--- src/common/arb_pkg.sv ---
// constants for the data memory bus arbiter
package arb_pkg;
  // ************************************************************
  // masters and priority setting
  // ************************************************************
  localparam int          NUM_MASTERS   = 3;
  localparam int          MST_CORE      = 0;
  localparam int          MST_DMA       = 1;
  localparam int          MST_DEBUG     = 2;
  localparam logic [15:0] PRIO_DEFAULT  = 16'h0000;
  localparam logic [15:0] PRIO_DMA_HIGH = 16'h0020;
  localparam logic [15:0] PRIO_RESET    = 16'h0000;
  // priority levels: 0 highest, 4 lowest
  localparam logic [2:0]  PRIORITY_LEVEL_ZERO  = 3'h0;
  localparam logic [2:0]  PRIORITY_LEVEL_ONE   = 3'h1;
  localparam logic [2:0]  PRIORITY_LEVEL_TWO   = 3'h2;
  localparam logic [2:0]  PRIORITY_LEVEL_THREE = 3'h3;
  localparam logic [2:0]  PRIORITY_LEVEL_FOUR  = 3'h4;
  // arbiter states
  typedef enum logic [1:0] {
    ST_IDLE = 2'b01,
    ST_BUSY = 2'b10
  } arb_state_t;
endpackage : arb_pkg

--- src/rtl/data_memory_bus_arbiter.sv ---
// fixed priority arbiter for data memory and extended data space
`timescale 1ns/1ps
`default_nettype none
// Functional notes
// RQ1: arbitrate data memory and extended space among core, dma, debugger.
// RQ2: grant only the top requester; losers wait until it completes.
// RQ3: default order is core level zero, dma level three, debugger four.
// RQ4: levels one and two hold no master by default.
// RQ5: priority setting moves dma above or below the core.
// RQ6: raised masters keep relative order, lower level wins.
// RQ7: masters left below the core keep their relative order.
// RQ8: 0x0000 core,dma,debugger; 0x0020 dma,core at level one,debugger.
// RQ9: software writes only the two defined setting values.
// RQ10: setting may change anytime; next decision uses new order.
// RQ11: one grant per cycle; reset selects default core-first order.
module data_memory_bus_arbiter
  import arb_pkg::*;
(
  input  wire logic        clk,
  input  wire logic        rst,
  input  wire logic [15:0] bus_master_priority_setting,
  input  wire logic [2:0]  req,
  input  wire logic [2:0]  done,
  output logic      [2:0]  gnt,
  output logic             busy
);
  // ************************************************************
  // setting register
  // ************************************************************
  logic [15:0] setting_ff;
  logic [15:0] nxt_setting;
  // sample setting every cycle, reset to default
  always_comb
  begin
    nxt_setting = bus_master_priority_setting; // RQ10
  end
  always_ff @(posedge clk or posedge rst)
  begin
    if (rst)
      setting_ff <= PRIO_RESET; // RQ11
    else
      setting_ff <= nxt_setting;
  end

  // ************************************************************
  // levels per master
  // ************************************************************
  logic [2:0] lvl_core;
  logic [2:0] lvl_dma;
  logic [2:0] lvl_dbg;
  prio_rank #(
    .LEVEL_DEFAULT (PRIORITY_LEVEL_ZERO),
    .LEVEL_RAISED  (PRIORITY_LEVEL_ONE) // RQ8
  ) u_rank_core (
    .setting (setting_ff),
    .level   (lvl_core)
  );
  prio_rank #(
    .LEVEL_DEFAULT (PRIORITY_LEVEL_THREE), // RQ4
    .LEVEL_RAISED  (PRIORITY_LEVEL_ZERO)
  ) u_rank_dma (
    .setting (setting_ff),
    .level   (lvl_dma)
  );
  prio_rank #(
    .LEVEL_DEFAULT (PRIORITY_LEVEL_FOUR),
    .LEVEL_RAISED  (PRIORITY_LEVEL_FOUR)
  ) u_rank_dbg (
    .setting (setting_ff),
    .level   (lvl_dbg)
  );

  // ************************************************************
  // winner select
  // ************************************************************
  logic [2:0] pick;
  logic [2:0] best;
  // lowest level among requesters wins
  always_comb
  begin
    pick = 3'h0;
    best = 3'h7;
    if (req[MST_DEBUG] && lvl_dbg < best) // RQ7
    begin
      pick = 3'h4;
      best = lvl_dbg;
    end
    if (req[MST_DMA] && lvl_dma < best) // RQ6
    begin
      pick = 3'h2;
      best = lvl_dma;
    end
    if (req[MST_CORE] && lvl_core < best) // RQ3
    begin
      pick = 3'h1;
      best = lvl_core;
    end
  end

  // ************************************************************
  // grant state machine
  // ************************************************************
  arb_state_t state_ff;
  arb_state_t nxt_state;
  logic [2:0] gnt_ff;
  logic [2:0] nxt_gnt;
  // hold grant until owner signals done; others wait
  always_comb
  begin
    nxt_state = state_ff;
    nxt_gnt   = gnt_ff;
    case (state_ff)
      ST_IDLE:
      begin
        if (|pick) // RQ1
        begin
          nxt_gnt   = pick; // RQ2
          nxt_state = ST_BUSY;
        end
      end
      ST_BUSY:
      begin
        if (|(done & gnt_ff)) // RQ2
        begin
          nxt_gnt   = 3'h0;
          nxt_state = ST_IDLE;
        end
      end
      default:
      begin
        nxt_gnt   = 3'h0;
        nxt_state = ST_IDLE;
      end
    endcase
  end
  always_ff @(posedge clk or posedge rst)
  begin
    if (rst)
    begin
      state_ff <= ST_IDLE;
      gnt_ff   <= 3'h0;
    end
    else
    begin
      state_ff <= nxt_state;
      gnt_ff   <= nxt_gnt;
    end
  end
  assign gnt  = gnt_ff;
  assign busy = state_ff[1];
endmodule : data_memory_bus_arbiter
`default_nettype wire

--- src/rtl/prio_rank.sv ---
// level table for one master from the priority setting
`timescale 1ns/1ps
`default_nettype none
module prio_rank
  import arb_pkg::*;
#(
  parameter logic [2:0] LEVEL_DEFAULT = 3'h0,
  parameter logic [2:0] LEVEL_RAISED  = 3'h0
)(
  input  wire logic [15:0] setting,
  output logic      [2:0]  level
);
  // ************************************************************
  // level select
  // ************************************************************
  // anything but the raised value ranks as default
  always_comb
  begin
    if (setting == PRIO_DMA_HIGH) // RQ5
      level = LEVEL_RAISED;
    else
      level = LEVEL_DEFAULT;
  end
endmodule : prio_rank
`default_nettype wire

--- config.mk ---
export PLATFORM = sky130hd
export DESIGN_NAME = data_memory_bus_arbiter
export DESIGN_NICKNAME = d
export VERILOG_FILES = /design/src/common/arb_pkg.sv /design/src/rtl/data_memory_bus_arbiter.sv /design/src/rtl/prio_rank.sv
export SDC_FILE = /design/constraint.sdc
export NUM_CORES = 1
export LEC_CHECK = 0
export ABC_CLOCK_PERIOD_IN_PS = 1650
export BUFFER_PORTS_ARGS = -buffer_cell sky130_fd_sc_hd__buf_2
export CELL_PAD_IN_SITES_DETAIL_PLACEMENT = 0
export CELL_PAD_IN_SITES_GLOBAL_PLACEMENT = 1
export CORE_ASPECT_RATIO = 1.2
export CORE_MARGIN = 2
export CORE_UTILIZATION = 30
export DETAILED_ROUTE_END_ITERATION = 8
export PLACE_DENSITY_LB_ADDON = 0.25
export SYNTH_ARGS = -nofsm -noshare
export SYNTH_HDL_FRONTEND = slang
export SYNTH_SLANG_ARGS = --single-unit
export TNS_END_PERCENT = 100
--- constraint.sdc ---
create_clock -name clk -period 1.65 [get_ports clk]
set_clock_uncertainty 0.05 [all_clocks]
set_input_delay 0.165 -clock clk [delete_from_list [all_inputs] [get_ports clk]]
set_output_delay 0.165 -clock clk [all_outputs]
set_load 0.005 [all_outputs]
-- Yosys cells after proc, flatten, opt, wreduce, memory -nomap -nowiden
Cells that the tools add are included.
- logic and storage cells: 29
- flip-flop bits (word level): 21
- output and inout bits: 4
- mux-type cells: 13
- equal/unequal tests: 5
- reduce and logical (&&, ||, !) cells: 5
- $lt $le $gt $ge: 2
- bitwise logic cells: 1
- operator list (kind ; count):
    $mux 3 ; 6
    $eq 16x6->1 const B ; 1
    $mux 2 ; 4
    $lt 3x3->1 ; 2
    $pmux 3 s2 ; 1
    $reduce_or 3->1 ; 2
    $ne 2x2->1 const B ; 2
    $pmux 2 s2 ; 1
    $and 3x3->3 ; 1
    $eq 2x1->1 const B ; 1
    $eq 2x2->1 const B ; 1
    $logic_and 1x1->1 ; 2
    $reduce_and 2->1 ; 1
    $mux 1 ; 1

-- Longest topological paths before layout
- depth in word-level cells: 11
- gate-level depth with buffers: 4
- gate-level depth less buffers: 4

-- Hierarchy
Synthesis repeated with hierarchy kept, for this count alone.
- cell total of the unflattened synthesis: 92
- area, all modules: 1038.5 µm²
- by module, submodules not included (module ; cells an instance ; instances ; area an instance (µm²)):
    data_memory_bus_arbiter ; 71 ; 1 ; 882.1
    prio_rank (u_rank_dma) ; 8 ; 1 ; 71.3
    prio_rank (u_rank_core) ; 8 ; 1 ; 55.1
    prio_rank (u_rank_dbg) ; 5 ; 1 ; 30.0

-- Worst setup path after synthesis
No wires, ideal clock.
- path kind: flip-flop to flip-flop
- start point: register setting_ff[10]
- end point: register gnt_ff[1], in the netlist gnt[1]
- path slack: 0.383 ns
- required time: 1.534 ns
- stages on the path, launching flop included: 5
- arrival: 1.152 ns
- setup time: 0.066 ns
- path buffers: 0
- path through: dfrtp_1 nor4_2 nand4_1 o41ai_2 a32o_2
- longest elaborated chain between the ends: 11
- ends and longest elaborated chain (element ; RTL line ; text):
    from (decl) ; data_memory_bus_arbiter.sv:30 ; logic [15:0] setting_ff;
    from (signal assigned) ; data_memory_bus_arbiter.sv:42 ; setting_ff <= nxt_setting;
    $eq 16x6->1 * ; n/a ;
    $mux 2 ; prio_rank.sv:19 ; if (setting == PRIO_DMA_HIGH)
    $lt 3x3->1 ; data_memory_bus_arbiter.sv:88 ; if (req[MST_DMA] && lvl_dma < best)
    $logic_and 1x1->1 ; data_memory_bus_arbiter.sv:88 ;
    $mux 3 ; data_memory_bus_arbiter.sv:88 ;
    $lt 3x3->1 ; data_memory_bus_arbiter.sv:93 ; if (req[MST_CORE] && lvl_core < best)
    $logic_and 1x1->1 ; data_memory_bus_arbiter.sv:93 ;
    $mux 3 * ; data_memory_bus_arbiter.sv:93 ;
    $reduce_or 3->1 ; data_memory_bus_arbiter.sv:115 ; if (|pick)
    $ne 2x2->1 (no line) ; n/a ;
    $reduce_and 2->1 (no line) ; n/a ;
    to (signal assigned) ; data_memory_bus_arbiter.sv:146 ; gnt_ff <= nxt_gnt;
    to (decl) ; data_memory_bus_arbiter.sv:105 ; logic [2:0] gnt_ff;
Every way passes the cells marked *; elsewhere a longest branch is shown, timed or not. The select of a mux whose other input is x is not followed.
A chain may end at the register's enable or synchronous reset.

-- Worst setup path in the final report
- start point: register setting_ff[3]
- end point: register gnt_ff[1], in the netlist gnt[1]
Same word-level chain as after synthesis.

==> results_tabular.tex <==
\begin{tabular}{lr}
\hline
Metric & Value \\
\hline
\multicolumn{2}{l}{\textbf{Final layout}} \\
Layout-stage area growth over the synthesis result & 54.6\% \\
Fraction of final layout cells sized beyond drive strength 1 & 0.402 \\
Final net count & roughly 120 \\
Combined area of the multi-input logic cells & 154 sq um \\
Fillers & 214 \\
Area taken by flip-flops and latches & 527 sq um \\
Antenna diode instance count & 0 \\
\multicolumn{2}{l}{\textbf{STA}} \\
Unrepaired setup endpoints after global routing & false \\
Setup tns final & 0 ps \\
Number of failing setup endpoints in the final timing report & 0 \\
Pins over their slew limit & 0 \\
Post-layout worst setup margin & approximately 220 ps \\
Hold violation total from the final report & 0 \\
Maximum clock frequency & 698 MHz \\
Worst slew margin relative to its limit & 0.781 \\
Crit path time final & 1430 ps \\
Worst-margin pin slew & around 330 ps \\
Period Utilization, post-route & 0.868 \\
\multicolumn{2}{l}{\textbf{Floorplan}} \\
Starting density of the core & 0.310 \\
Standard-cell row count & 19 \\
Core area & roughly 2200 sq um \\
Die outline area & about 2700 sq um \\
Top Ports & 28 \\
Die Span Y & about 57 microns \\
Die boundary width & approximately 48 microns \\
\multicolumn{2}{l}{\textbf{CTS}} \\
Setup repair bufs after CTS & 0 \\
Maximum number of buffers from clock root to sink & 2 \\
Count of hold buffers inserted by post-cts repair & 17 \\
Number of sinks handled by clock tree synthesis & 21 \\
Clock latency reported for the late side of the worst-skew pair & roughly 290 ps \\
Clock-pin slew on the worst setup and hold paths & 100 ps \\
Cell chosen for the clock root & sky130\_fd\_sc\_hd\_\_clkbuf\_4 \\
H-tree levels & 1 \\
Quantity of gates resized following cts & 0 \\
Num CTS Buffers & 3 \\
TritonCTS clock tree & done \\
\multicolumn{2}{l}{\textbf{Worst setup path}} \\
Worst endpoint required time & around 1800 ps \\
Number of buffers and inverters on the critical path & 0 \\
Slack of the worst reg-to-reg path & around 220 ps \\
Crit-path max cell delay & between 300 and 400 ps \\
Element type at the critical path start & flip-flop \\
Master of the slowest instance on the critical path & sky130\_fd\_sc\_hd\_\_dfrtp\_1 \\
Cell type group with the largest total delay on the critical path & compound AO/OA/AOI/OAI gates \\
Crit path max fanout & 2 \\
Endpoint type of the worst setup path & flip-flop \\
Class of the most critical setup path & reg -> reg \\
Signal arrival time at the worst endpoint & between 1500 and 2000 ps \\
Cells along the critical path & nor4b\_2 > nand4\_1 > o41ai\_2 > a32o\_2 \\
\multicolumn{2}{l}{\textbf{Route}} \\
Final antenna-violating net count & 0 \\
Aggregate routed wire length & between 1000 and 1500 microns \\
Via Count & between 500 and 600 \\
Number of search-and-repair iterations in the first detailed-routing pass & 2 \\
Vias per Instance & 4.20 \\
Number of DRC markers after the initial detailed-route iteration & 5 \\
Average routed wire per standard cell & between 9 and 10 microns \\
Drc violations & 0 \\
\multicolumn{2}{l}{\textbf{Logic synthesis}} \\
Post-synthesis cell count & 43 \\
Post-synthesis cell area & 692 sq um \\
Syn\_nets & 67 \\
Most area-consuming cells after synthesis & sky130\_fd\_sc\_hd\_\_dfrtp\_1, sky130\_fd\_sc\_hd\_\_dfstp\_2, sky130\_fd\_sc\_hd\_\_nor4\_2, sky130\_fd\_sc\_hd\_\_o2bb2ai\_1, sky130\_fd\_sc\_hd\_\_o41ai\_2 \\
Sequential area share after synthesis & 0.761 \\
Yosys synthesis warning count & 0 \\
Share of the synthesized area in the top cell type & 0.723 \\
Average footprint of a synthesized cell & between 15 and 20 sq um \\
Post-synthesis cell type count & 19 \\
Synth Register Bits & 21 \\
Top cell type by total area after synthesis & sky130\_fd\_sc\_hd\_\_dfrtp\_1 \\
\multicolumn{2}{l}{\textbf{Power and ir drop}} \\
Standby leakage power & just over 0.5 nW \\
Total power divided by cell area & between 1000 and 1500 nW/um\^{}2 \\
Worst IR drop on VDD & 0.000598 V \\
\multicolumn{2}{l}{\textbf{Job}} \\
Max-capacitance violation count & 0 \\
\multicolumn{2}{l}{\textbf{Global route}} \\
Overall overflow remaining after global route & 0 \\
Number of antenna violations at the first check in global routing & 0 \\
Number of global-route vias before repair & roughly 540 \\
Wire length of the first global-routing pass & roughly 2000 microns \\
Pin count of the biggest net entering global routing & 22 \\
Overall routing resource usage & 0.108 \\
\multicolumn{2}{l}{\textbf{Run status}} \\
Run status & finished, final reports clean \\
\multicolumn{2}{l}{\textbf{Placement}} \\
Placement-stage worst setup slack & roughly 210 ps \\
Number of buffers added on ports & 27 \\
Placer congestion estimate & roughly 0.76 \\
Estimated wirelength of the detail-placed design & approximately 900 microns \\
\multicolumn{2}{l}{\textbf{Min path}} \\
Type of the tightest min-delay check & in -> reg \\
\hline
\end{tabular}
## metrics by stage
step	instances	util	hold slack (ps)	total power [mW]	cell area, sq um
5_1_grt	123	0.479	5.30	1.16	1070
6_report	123	0.479	30.8	1.07	1070
2_1_floorplan	43	-	90.8	0.742	692
3_5_place_dp	102	0.391	147	0.831	873
4_1_cts	123	0.479	21.0	1.09	1070
3_3_place_gp	102	0.391	146	0.834	873
## path summary, 6_finish.rpt
| path | from | to | depth (start not counted) |
|---|---|---|---|
| max | setting_ff[3] | gnt[1] | 4 |
| min | req[0] | gnt[2] | 2 |
| max reg2reg | setting_ff[3] | gnt[1] | 4 |
| min reg2reg | gnt[0] | gnt[0] | 1 |
| max in group asynchronous | rst | state_ff[0] | 4 |
| min in group asynchronous | rst | setting_ff[5] | 4 |
## routing by layer
layer  vias to the layer above  routed length, microns  global-route usage
li1                        250                       -                   -
met1                       236                     438               0.108
met2                        28                     631               0.183
met3                         3                     104              0.0289
met4                         0                      28              0.0695
met5                         -                       0                   0
## cells in the final DEF (no fill, tap or decap)
| cell | Yosys | layout |
|---|---|---|
| sky130_fd_sc_hd__a22oi_1 | 1 | 1 |
| sky130_fd_sc_hd__a32o_2 | 1 | 1 |
| sky130_fd_sc_hd__nand4_1 | 1 | 1 |
| sky130_fd_sc_hd__nand2b_1 | 1 | 1 |
| sky130_fd_sc_hd__o21ai_1 | 1 | 1 |
| sky130_fd_sc_hd__nor2b_1 | 1 | 1 |
| sky130_fd_sc_hd__or3_1 | 1 | 1 |
| sky130_fd_sc_hd__and2_1 | 1 | 1 |
| sky130_fd_sc_hd__dfstp_2 | 1 | 1 |
| sky130_fd_sc_hd__nor4b_2 | 1 | 1 |
| sky130_fd_sc_hd__nand3_1 | 1 | 1 |
| sky130_fd_sc_hd__inv_1 | 3 | 3 |
| sky130_fd_sc_hd__o2bb2ai_1 | 2 | 2 |
| sky130_fd_sc_hd__clkbuf_4 | 0 | 3 |
| sky130_fd_sc_hd__nor2_1 | 1 | 1 |
| sky130_fd_sc_hd__dfrtp_1 | 20 | 20 |
| sky130_fd_sc_hd__dlygate4sd3_1 | 0 | 17 |
| sky130_fd_sc_hd__buf_4 | 0 | 1 |
| sky130_fd_sc_hd__o41ai_2 | 1 | 1 |
| sky130_fd_sc_hd__buf_2 | 0 | 27 |
| sky130_fd_sc_hd__clkbuf_1 | 0 | 1 |
| sky130_fd_sc_hd__nor4_2 | 2 | 2 |
| sky130_fd_sc_hd__nand4b_1 | 1 | 1 |
| sky130_fd_sc_hd__nand2_1 | 2 | 2 |
## synthesized netlist by cell type
cell / count
sky130_fd_sc_hd__and2_1: 1
sky130_fd_sc_hd__nand4b_1: 1
sky130_fd_sc_hd__a32o_2: 1
sky130_fd_sc_hd__or3_1: 1
sky130_fd_sc_hd__nor4_2: 2
sky130_fd_sc_hd__o21ai_1: 1
sky130_fd_sc_hd__nor4b_2: 1
sky130_fd_sc_hd__dfrtp_1: 20
sky130_fd_sc_hd__nand3_1: 1
sky130_fd_sc_hd__inv_1: 3
sky130_fd_sc_hd__a22oi_1: 1
sky130_fd_sc_hd__nor2_1: 1
sky130_fd_sc_hd__dfstp_2: 1
sky130_fd_sc_hd__o2bb2ai_1: 2
sky130_fd_sc_hd__nand2b_1: 1
sky130_fd_sc_hd__nand4_1: 1
sky130_fd_sc_hd__nor2b_1: 1
sky130_fd_sc_hd__o41ai_2: 1
sky130_fd_sc_hd__nand2_1: 2
## report_power, final
group	internal (mW)	switching, mW	leakage (nW)
clock network	0.0941	0.131	0.0150
logic	0.123	0.0960	0.241
registers	0.588	0.0401	0.250
total	0.806	0.267	0.506
## final cells by class
class | count | area share
sequential | 21 | 0.492
timing repair buffer | 45 | 0.292
multi-input combinational | 19 | 0.144
tap | 31 | 0.0363
clock buffer | 4 | 0.0246
inverter | 3 | 0.0105
## state kept, by name, indices dropped and copies added (netlist names)
register / count
setting_ff: 16
state_ff: 2
gnt: 3
## cells by family after synthesis
logic type             count (synthesis)  share of synthesized area
flip-flops                            21                      0.761
AND/OR/NAND/NOR                       13                      0.139
AO/OA/AOI/OAI                          6                     0.0832
buffers and inverters                  3                     0.0163
Power figures use the tool's default switching activity.
